**src/ctt_pkg.sv**
```systemverilog
// ==========================================================================
// Shared constants of the core tick timer
// ==========================================================================
package ctt_pkg;

    localparam int unsigned CNT_W  = 24;
    localparam int unsigned ADDR_W = 12;
    localparam int unsigned DATA_W = 32;

    // ======================================================================
    // Register offsets from the timer base
    // ======================================================================
    localparam logic [ADDR_W-1:0] OFF_CONTROL_STATUS = 12'h010;
    localparam logic [ADDR_W-1:0] OFF_RELOAD_VALUE   = 12'h014;
    localparam logic [ADDR_W-1:0] OFF_CURRENT_COUNT  = 12'h018;
    localparam logic [ADDR_W-1:0] OFF_CALIBRATION    = 12'h01C;

    // ======================================================================
    // Control/status field positions
    // ======================================================================
    localparam int unsigned CSR_ENABLE_BIT   = 0;
    localparam int unsigned CSR_IRQ_EN_BIT   = 1;
    localparam int unsigned CSR_CLK_SEL_BIT  = 2;
    localparam int unsigned CSR_ZERO_FLG_BIT = 16;

    // ======================================================================
    // Reset values
    // ======================================================================
    localparam logic             ENABLE_RST  = 1'b0;
    localparam logic             IRQ_EN_RST  = 1'b0;
    localparam logic             CLK_SEL_RST = 1'b0;
    localparam logic             FLAG_RST    = 1'b0;
    localparam logic [CNT_W-1:0] RELOAD_RST  = 24'h000000;
    localparam logic [CNT_W-1:0] COUNT_RST   = 24'h000000;
    localparam logic [CNT_W-1:0] CALIB_RST   = 24'h000004;

    function automatic logic reg_hit(input logic [ADDR_W-1:0] addr,
                                     input logic [ADDR_W-1:0] off);
        return addr == off;
    endfunction

endpackage

```
**src/ctt_cnt_if.sv**
```systemverilog
`timescale 1ns/1ps
// ==========================================================================
// Link between the register side, the rate divider and the counter
// ==========================================================================
interface ctt_cnt_if;
    logic                      run;
    logic                      full_rate;
    logic                      clear;
    logic                      tick;
    logic [ctt_pkg::CNT_W-1:0] reload;
    logic [ctt_pkg::CNT_W-1:0] count;
    logic                      zero_evt;

    modport ctrl (output run, output full_rate, output clear, output reload,
                  input tick, input count, input zero_evt);
    modport div  (input run, input full_rate, output tick);
    modport cnt  (input run, input clear, input tick, input reload,
                  output count, output zero_evt);
endinterface

```
**src/ctt_rate_div.sv**
```systemverilog
`timescale 1ns/1ps
// ==========================================================================
// Count-clock divider: full rate or every second core clock
// ==========================================================================
module ctt_rate_div (
    input  wire logic core_clk,
    input  wire logic rst,
    ctt_cnt_if.div    cif
);
    typedef struct packed {
        logic phase;
    } ctt_div_s;

    ctt_div_s st_reg;
    ctt_div_s st_next;

    // The phase is held at zero while stopped so that a restart always
    // waits one core clock before the first half-rate tick.
    always_comb begin
        st_next       = st_reg;
        st_next.phase = cif.run ? ~st_reg.phase : 1'b0;
    end

    always_ff @(posedge core_clk or posedge rst) begin
        if (rst) begin
            st_reg <= '0;
        end else begin
            st_reg <= st_next;
        end
    end

    assign cif.tick = cif.run & (cif.full_rate | st_reg.phase);
endmodule

```
**src/ctt_down_counter.sv**
```systemverilog
`timescale 1ns/1ps
// ==========================================================================
// 24-bit down counter with reload at zero
// ==========================================================================
module ctt_down_counter (
    input  wire logic core_clk,
    input  wire logic rst,
    ctt_cnt_if.cnt    cif
);
    typedef struct packed {
        logic [ctt_pkg::CNT_W-1:0] count;
        logic                      zero_evt;
    } ctt_cnt_s;

    ctt_cnt_s st_reg;
    ctt_cnt_s st_next;

    always_comb begin
        st_next          = st_reg;
        st_next.zero_evt = 1'b0;
        if (cif.clear) begin
            st_next.count = '0;
        end else if (cif.run && cif.tick) begin
            if (st_reg.count == '0) begin
                st_next.count = cif.reload;
            end else begin
                st_next.count    = st_reg.count - 24'h000001;
                st_next.zero_evt = (st_reg.count == 24'h000001);
            end
        end
    end

    always_ff @(posedge core_clk or posedge rst) begin
        if (rst) begin
            st_reg.count    <= ctt_pkg::COUNT_RST;
            st_reg.zero_evt <= 1'b0;
        end else begin
            st_reg <= st_next;
        end
    end

    assign cif.count    = st_reg.count;
    assign cif.zero_evt = st_reg.zero_evt;
endmodule

```
**src/ctt_core_tick_timer.sv**
```systemverilog
`timescale 1ns/1ps
module ctt_core_tick_timer (
    input  wire logic                        core_clk,
    input  wire logic                        rst,
    input  wire logic [ctt_pkg::ADDR_W-1:0]  reg_addr,
    input  wire logic                        reg_wr,
    input  wire logic                        reg_rd,
    input  wire logic [ctt_pkg::DATA_W-1:0]  reg_wdata,
    input  wire logic [ctt_pkg::CNT_W-1:0]   calibration_source_setting,
    output logic      [ctt_pkg::DATA_W-1:0]  reg_rdata,
    output logic                             reg_rvalid,
    output logic                             tick_irq
);
    // ======================================================================
    // State
    // ======================================================================
    typedef struct packed {
        logic                       enable;
        logic                       irq_enable;
        logic                       clk_sel;
        logic                       zero_flag;
        logic [ctt_pkg::CNT_W-1:0]  reload;
        logic [ctt_pkg::CNT_W-1:0]  calib;
        logic [ctt_pkg::DATA_W-1:0] rdata;
        logic                       rvalid;
        logic                       irq;
    } ctt_main_s;

    ctt_main_s st_reg;
    ctt_main_s st_next;

    ctt_cnt_if cif ();

    logic rd_csr;
    logic rd_rvr;
    logic rd_cvr;
    logic rd_cal;
    logic wr_csr;
    logic wr_rvr;
    logic wr_cvr;

    // ======================================================================
    // Counting path
    // ======================================================================
    ctt_rate_div u_rate_div (
        .core_clk (core_clk),
        .rst      (rst),
        .cif      (cif.div)
    );

    ctt_down_counter u_down_counter (
        .core_clk (core_clk),
        .rst      (rst),
        .cif      (cif.cnt)
    );

    assign cif.run       = st_reg.enable;
    assign cif.full_rate = st_reg.clk_sel;
    assign cif.reload    = st_reg.reload;
    assign cif.clear     = wr_cvr;

    // ======================================================================
    // Register decode
    // ======================================================================
    assign rd_csr = reg_rd && ctt_pkg::reg_hit(reg_addr, ctt_pkg::OFF_CONTROL_STATUS);
    assign rd_rvr = reg_rd && ctt_pkg::reg_hit(reg_addr, ctt_pkg::OFF_RELOAD_VALUE);
    assign rd_cvr = reg_rd && ctt_pkg::reg_hit(reg_addr, ctt_pkg::OFF_CURRENT_COUNT);
    assign rd_cal = reg_rd && ctt_pkg::reg_hit(reg_addr, ctt_pkg::OFF_CALIBRATION);
    assign wr_csr = reg_wr && ctt_pkg::reg_hit(reg_addr, ctt_pkg::OFF_CONTROL_STATUS);
    assign wr_rvr = reg_wr && ctt_pkg::reg_hit(reg_addr, ctt_pkg::OFF_RELOAD_VALUE);
    assign wr_cvr = reg_wr && ctt_pkg::reg_hit(reg_addr, ctt_pkg::OFF_CURRENT_COUNT);

    // ======================================================================
    // Next state
    // ======================================================================
    always_comb begin
        st_next        = st_reg;
        st_next.rvalid = reg_rd;
        st_next.rdata  = '0;
        // The interrupt is a one-cycle pulse on its own line, so it needs
        // no acknowledge from software.
        st_next.irq    = cif.zero_evt && st_reg.irq_enable;
        // The ten-ms field lives in the system configuration block; this
        // copy only follows it, so software writes here have no effect.
        st_next.calib  = calibration_source_setting;

        if (wr_csr) begin
            st_next.enable     = reg_wdata[ctt_pkg::CSR_ENABLE_BIT];
            st_next.irq_enable = reg_wdata[ctt_pkg::CSR_IRQ_EN_BIT];
            st_next.clk_sel    = reg_wdata[ctt_pkg::CSR_CLK_SEL_BIT];
        end
        if (wr_rvr) begin
            // Upper bits are dropped; software keeps them zero.
            st_next.reload = reg_wdata[ctt_pkg::CNT_W-1:0];
        end

        // A zero event in the same cycle as the clear still sets the flag.
        if (rd_csr || wr_cvr) begin
            st_next.zero_flag = 1'b0;
        end
        if (cif.zero_evt) begin
            st_next.zero_flag = 1'b1;
        end

        if (rd_csr) begin
            st_next.rdata[ctt_pkg::CSR_ENABLE_BIT]   = st_reg.enable;
            st_next.rdata[ctt_pkg::CSR_IRQ_EN_BIT]   = st_reg.irq_enable;
            st_next.rdata[ctt_pkg::CSR_CLK_SEL_BIT]  = st_reg.clk_sel;
            st_next.rdata[ctt_pkg::CSR_ZERO_FLG_BIT] = st_reg.zero_flag;
        end else if (rd_rvr) begin
            st_next.rdata[ctt_pkg::CNT_W-1:0] = st_reg.reload;
        end else if (rd_cvr) begin
            st_next.rdata[ctt_pkg::CNT_W-1:0] = cif.count;
        end else if (rd_cal) begin
            st_next.rdata[ctt_pkg::CNT_W-1:0] = st_reg.calib;
        end
    end

    // ======================================================================
    // Registers
    // ======================================================================
    always_ff @(posedge core_clk or posedge rst) begin
        if (rst) begin
            st_reg.enable     <= ctt_pkg::ENABLE_RST;
            st_reg.irq_enable <= ctt_pkg::IRQ_EN_RST;
            st_reg.clk_sel    <= ctt_pkg::CLK_SEL_RST;
            st_reg.zero_flag  <= ctt_pkg::FLAG_RST;
            st_reg.reload     <= ctt_pkg::RELOAD_RST;
            st_reg.calib      <= ctt_pkg::CALIB_RST;
            st_reg.rdata      <= '0;
            st_reg.rvalid     <= 1'b0;
            st_reg.irq        <= 1'b0;
        end else begin
            st_reg <= st_next;
        end
    end

    assign reg_rdata  = st_reg.rdata;
    assign reg_rvalid = st_reg.rvalid;
    assign tick_irq   = st_reg.irq;

    // ======================================================================
    // Check helpers
    // ======================================================================
    // The control and write-data bits that the checks compare across a cycle,
    // and the mapped-read decode, are gathered here as plain signals.
    logic [2:0]                ctl_bits;
    logic [2:0]                wdata_ctl;
    logic [ctt_pkg::CNT_W-1:0] wdata_cnt;
    logic                      rd_mapped;

    assign ctl_bits  = {st_reg.clk_sel, st_reg.irq_enable, st_reg.enable};
    assign wdata_ctl = reg_wdata[ctt_pkg::CSR_CLK_SEL_BIT:ctt_pkg::CSR_ENABLE_BIT];
    assign wdata_cnt = reg_wdata[ctt_pkg::CNT_W-1:0];
    assign rd_mapped = rd_csr || rd_rvr || rd_cvr || rd_cal;
endmodule

```
**config.mk**
```make
export PLATFORM = sky130hd
export DESIGN_NAME = ctt_core_tick_timer
export DESIGN_NICKNAME = d
export VERILOG_FILES = /design/src/ctt_pkg.sv /design/src/ctt_cnt_if.sv /design/src/ctt_rate_div.sv /design/src/ctt_down_counter.sv /design/src/ctt_core_tick_timer.sv
export SDC_FILE = /design/constraint.sdc
export NUM_CORES = 1
export LEC_CHECK = 0
export ABC_AREA = 0
export BUFFER_PORTS_ARGS = -buffer_cell sky130_fd_sc_hd__buf_2
export CAP_MARGIN = 20
export CELL_PAD_IN_SITES_DETAIL_PLACEMENT = 1
export CELL_PAD_IN_SITES_GLOBAL_PLACEMENT = 1
export CORE_MARGIN = 1.5
export CORE_UTILIZATION = 39
export CTS_CLUSTER_DIAMETER = 200
export DETAILED_ROUTE_END_ITERATION = 6
export PLACE_DENSITY_LB_ADDON = 0.1
export SYNTH_ARGS = -nofsm -noshare
export SYNTH_HDL_FRONTEND = slang
export SYNTH_SLANG_ARGS = --single-unit
export TNS_END_PERCENT = 10
```
**constraint.sdc**
```tcl
create_clock -name core_clk -period 2.95 [get_ports core_clk]
set_input_delay 0.1475 -clock core_clk [delete_from_list [all_inputs] [get_ports core_clk]]
set_output_delay 0.1475 -clock core_clk [all_outputs]
set_load 0.005 [all_outputs]
```
; Word-level counts from Yosys, hierarchy flattened
; Index checks and enable logic that the tools add are counted.
[classes]
add_sub_neg = 1
multipliers = 0
div_mod_pow = 0
order_cmp = 0
eq_ne = 5
n_shift = 0
n_mux = 15
n_bitwise = 3
reduce_logical = 13
[op_table]
columns = op, n
row1 = $mux 24, 5
row2 = $eq 12x5->1 const B, 4
row3 = $mux 25, 1
row4 = $eq 24x1->1 const B, 1
row5 = $logic_not 24->1, 1
row6 = $sub 24x1->24 const B, 1
row7 = $mux 13, 1
row8 = $logic_and 1x1->1, 9
row9 = $mux 7, 1
row10 = $mux 1, 6
row11 = $reduce_bool 2->1, 2
row12 = $mux 3, 1
row13 = $and 1x1->1, 1
row14 = $logic_or 1x1->1, 1
row15 = $not 1->1, 1
row16 = $or 1x1->1, 1
[totals]
register_bits = 104
latchBits = 0
mem_bits_rw = 0
mem_bits_ro = 0
in_bits = 72
output_inout_bits = 34
wordCells = 49
n_memories = 0

; Longest topological paths before layout
[logic_depth]
ltp_word = 6
mapped_depth = 8
mapped_depth_nobuf = 7

; Modules after synthesis
; From an unflattened synthesis, not the netlist that was laid out.
[hier_totals]
hier_cells = 457
area_unflattened_um2 = 5177.5
[modules_own_cells]
columns = mod, n_inst, cells_per_inst, area_per_inst_um2, seq_area_each_um2
row1 = ctt_core_tick_timer, 1, 237, 3289.4, 1953.1
row2 = ctt_down_counter, 1, 216, 1845.5, 625.6
row3 = ctt_rate_div, 1, 4, 42.5, 25.0

; Least setup slack after synthesis
; No wires, ideal clock.
[synth_timing]
path_type = flip-flop to flip-flop
startpoint = register u_down_counter.cif.count[18] (netlist name)
endpoint = register u_down_counter.cif.count[2] (netlist name)
setup_ns = 0.132
arrival_ns = 2.121
required_ns = 2.818
slack_ns = 0.697
path_stages_with_launch = 8
path_buffers = 2
synth_period_minus_slack_ns = 2.253
cell_sequence = dfrtp_1 > clkbuf_1 > or4_4 > or4_1 > buf_2 > o21ai_0 > a2bb2oi_1 > o22ai_1
[synth_via]
elab_chain_len = 4
[synth_rtl]
columns = element, line_no
row1 = $logic_not 24->1, ctt_down_counter.sv:24  ; if (st_reg.count == '0) begin
row2 = $mux 24, ctt_down_counter.sv:24
row3 = $mux 25, ctt_down_counter.sv:23  ; end else if (cif.run && cif.tick) begin
row4 = $mux 24, ctt_down_counter.sv:21  ; if (cif.clear) begin
; Every way passes these cells. The select of a mux whose other input is x is not followed.
; A chain may end at the register's enable or synchronous reset.

; Final worst setup path
[layout_timing]
startpoint = register u_down_counter.cif.count[3] (netlist name)
endpoint = register u_down_counter.cif.count[9] (netlist name)
[layout_via]
elab_chain_len = 4
elab_cells_between_ends = 5
classes_between = add/sub: 1 / mux: 3 / reduce/logical: 1
[layout_rtl]
columns = element, line_no
row1 = $sub 24x1->24 / $logic_not 24->1 (equally long branches), "ctt_down_counter.sv:27, ctt_down_counter.sv:24"
row2 = $mux 24 (*), ctt_down_counter.sv:24
row3 = $mux 25 (*), ctt_down_counter.sv:23
row4 = $mux 24 (*), ctt_down_counter.sv:21
; Every way passes the cells marked *; elsewhere a longest branch is shown, timed or not. The select of a mux whose other input is x is not followed.

==> flow_metrics.tcl <==
set metrics [dict create \
    io_buffer_count 89 \
    cts_inserted_buffers 9 \
    htreeDepth 3 \
    seq_power_share_pct 50.8 \
    postRouteAntennaNets 0 \
    clkPwrFrac_pct 43.3 \
    worst-slew-pin-transition_ns 0.7511 \
    tritoncts "done" \
    timing.setup.critical_path_class "flip-flop to flip-flop" \
    regToRegStartpoint "u_down_counter.cif.count[3]" \
    drive_gt1_share_pct 33.33 \
    worst_clock_skew_ns 0.008154 \
    routed-via-count 3869 \
    postCtsResizedCells 0 \
    worst_setup_path_startpoint "u_down_counter.cif.count[3]" \
    multiInputGateArea_um2 2102 \
    fin_total_pwr_mw 2.861 \
    grt_antenna_before_repair 0 \
    data_arrival_critical_path_ns 2.81 \
    cellInternalPower_mw 2.236 \
    cts_root_buffer "clkbuf_16" \
    critical_path.startpoint_type "flip-flop" \
    clock_insertion_delay_worst_skew_ns 0.36 \
    relSlewSlack_pct 49.82 \
    detailed_route_wire_length_per_cell_um 18.84 \
    grt_setup_unrepaired "false" \
    synthesis.yosys.warnings 0 \
    grt_max_degree 58 \
    postRouteWirelength_mm 13.58 \
    synth.avg_cell_area_um2 11.11 \
    hp-class "primary input to flip-flop" \
    p_leak_nw 2.804 \
    design.portCount 106 \
    timing.reg2reg.setup_slack_ns 0.41 \
    layout.nets 619 \
    async_reset_ff_share_pct 100.0 \
    maxClockFrequency_mhz 393.7 \
    globalRouteOverflowTotal 0 \
    hold_path_depth 2 \
    largest_reg_flops 25 \
    initial_core_util_pct 39.98 \
    fp.dieArea_um2 13680 \
    initialDrtViolationCount 126 \
    detailedRoute.firstPassIterationCount 4 \
    hold_viol 0 \
    required_time_at_the_worst_slack_endpoint_ns 3.22 \
    flow.area_growth_from_synthesis_pct 20.33 \
    crit_reg_reg_endpoint "u_down_counter.cif.count[9]" \
    netSwitchingFraction_pct 21.84 \
    top_reg_cell_synth "dfrtp_1" \
    maxCapViolCount 0 \
    grt_pass1_wl_mm 22.02 \
    antenna_cells 0 \
    timing.reg2reg.worst_path_depth 5 \
    cts_num_sinks 104 \
    p_per_cell_area_nw_per_um2 469.4 \
    holdBufCountCts 26 \
    crit_fanout 10 \
    layout.filler_cells 1405 \
    core_um2 12670 \
    setup_violations 0 \
    post_cts_repair_setup_buffers 0 \
    slew_viols_final 0 \
    area.sequential_um2 2604 \
    routed_via_density 5.366 \
    core.rowCount 41 \
    synth.yosys.seq_area_share_pct 51.40 \
    global_route_usage_sum_pct 21.61 \
    power_switching_uw 624.9 \
    place.detailed.hpwl_mm 8.983 \
    result_of_the_run "completed" \
    syn_inst 456 \
    post-route-util_pct 48.11 \
    fp.dieH_um 117.0 \
    combPwrFrac_pct 5.9 \
    die_w_um 117.0 \
    clk_path_buf_depth 2 \
    synth_edf_count 0 \
    peakVddDrop_v 0.0002924 \
    yosys.cell_types.count 51 \
    remaining_drc_errors 0 \
    tns_ns 0 \
    layout_worst_path_cycle_share_pct 86.11 \
    min_period_ns 2.540 \
    vias_in_the_first_global_route 4056 \
    flip_flop_and_latch_count_after_synthesis 104 \
    synth_area_um2 5066 \
    gp_congestion 0.8036 \
    endpoint_kind "flip-flop" \
    end_point_of_the_critical_path "u_down_counter.cif.count[9]" \
    clk_transition_reported_paths_ns 0.07 \
]
worst min-delay path by stage:
stage | slack [ns] | end | from
detailed placement | 0.26 | st_reg[44] | calibration_source_setting[10]
global route | 0.01 | cif.reload[4] | reg_wdata[4]
floorplan | 0.15 | st_reg[36] | calibration_source_setting[2]
CTS | 0.007 | cif.reload[22] | reg_wdata[22]
global placement | 0.26 | st_reg[36] | calibration_source_setting[2]
finish | 0.02 | cif.reload[22] | reg_wdata[22]
through the flow:
stage / cell area (um^2) / hold slack, ns / setup slack (ns) / std cells
global route: 6096 / 0.01480 / 0.2934 / 721
floorplan: 5092 / 0.1520 / 0.07197 / 463
global placement: 5535 / 0.2552 / 0.4658 / 679
finish: 6096 / 0.01553 / 0.4097 / 721
detailed placement: 5535 / 0.2571 / 0.4198 / 679
CTS: 6096 / 0.007309 / 0.3977 / 721
worst max-delay path, cell delays in order, from the launching register on:
cell     delay, ns
dfrtp_1       0.46
or4_1         0.70
or4_1         0.72
nor2_8        0.26
a22oi_1       0.12
o22ai_1       0.19
power by group through the flow:
stage / combinational [mW] / clock, mW / sequential [mW]
final: 0.170 / 1.24 / 1.45
after global routing: 0.191 / 1.32 / 1.45
after CTS: 0.175 / 1.28 / 1.45
after detailed placement: 0.148 / 0 / 1.48
after global placement: 0.144 / 0 / 1.48
after floorplan: 0.0863 / 0 / 1.48
per-layer routing:
metal	part of all wire (%)	vias up	GRT usage, %	wire [um]
met1	44	1972	26.68	5930
met2	51	87	37.89	6888
met5	0	-	0	0
li1	-	1800	-	-
met4	1.8	0	7.711	242
met3	3.8	10	4.119	521
Yosys cell counts, types with 2 or more instances:
library cell,number,area (um^2)
inv_1,5,18.77
o22ai_1,9,56.30
nand4_1,5,31.28
and4_1,2,17.52
buf_4,33,247.7
mux4_2,4,90.09
nor4_4,2,42.54
a21oi_1,21,105.1
a2bb2oi_1,3,26.28
o21a_1,4,30.03
nor2b_1,7,43.79
clkbuf_1,24,90.09
o21ai_0,11,55.05
nand2b_1,3,18.77
o311ai_0,3,26.28
dfrtp_1,103,2577
nand2_1,23,86.33
a211oi_1,3,22.52
or3_1,6,37.54
a31oi_1,5,31.28
and2_1,2,12.51
a22oi_1,23,172.7
mux2_2,47,529.3
nor2_1,35,131.4
o31ai_1,2,15.01
o2bb2ai_1,2,17.52
nand3_1,12,60.06
ha_1,3,37.54
nor3_1,12,60.06
buf_2,5,25.02
nor4b_1,3,26.28
or4_1,6,45.04
nor4_1,7,43.79
mux2i_1,4,40.04
layout by cell type (no fill, tap or decap), types with 3 or more instances in the layout:
master,n
clkbuf_16,9
nand3_1,12
o311ai_0,3
mux2i_1,4
mux2_2,47
dfrtp_1,103
buf_4,17
nand2_1,23
a21oi_1,21
mux4_2,4
inv_1,4
a211oi_1,3
nor4b_1,3
nor3_1,12
o22ai_1,9
dlygate4sd3_1,26
nand2b_1,3
nor2_1,35
nor4_1,7
conb_1,8
a31oi_1,5
a22oi_1,23
nor2b_1,7
nand4_1,5
o21a_1,4
o21ai_0,10
or3_1,6
or4_1,6
ha_1,3
buf_2,89
a2bb2oi_1,3
area by class of cell:
cell class | count | share of cell area [%]
Clock inverter | 3 | 0.6568
Tap cell | 172 | 3.530
Timing Repair Buffer | 133 | 14.00
Clock buffer | 13 | 4.269
Multi-Input combinational cell | 291 | 34.48
Sequential cell | 104 | 42.71
Inverter | 5 | 0.3489
cells by family after synthesis:
kind of cell	count (synthesis)	synth area share, %
buf+inv	68	7.755
other cells	1	0.07402
fa+ha+maj	3	0.7410
compound gates	92	12.13
flops	104	51.40
mux	55	13.02
simple gates	133	14.89
Power figures use the tool's default switching activity.
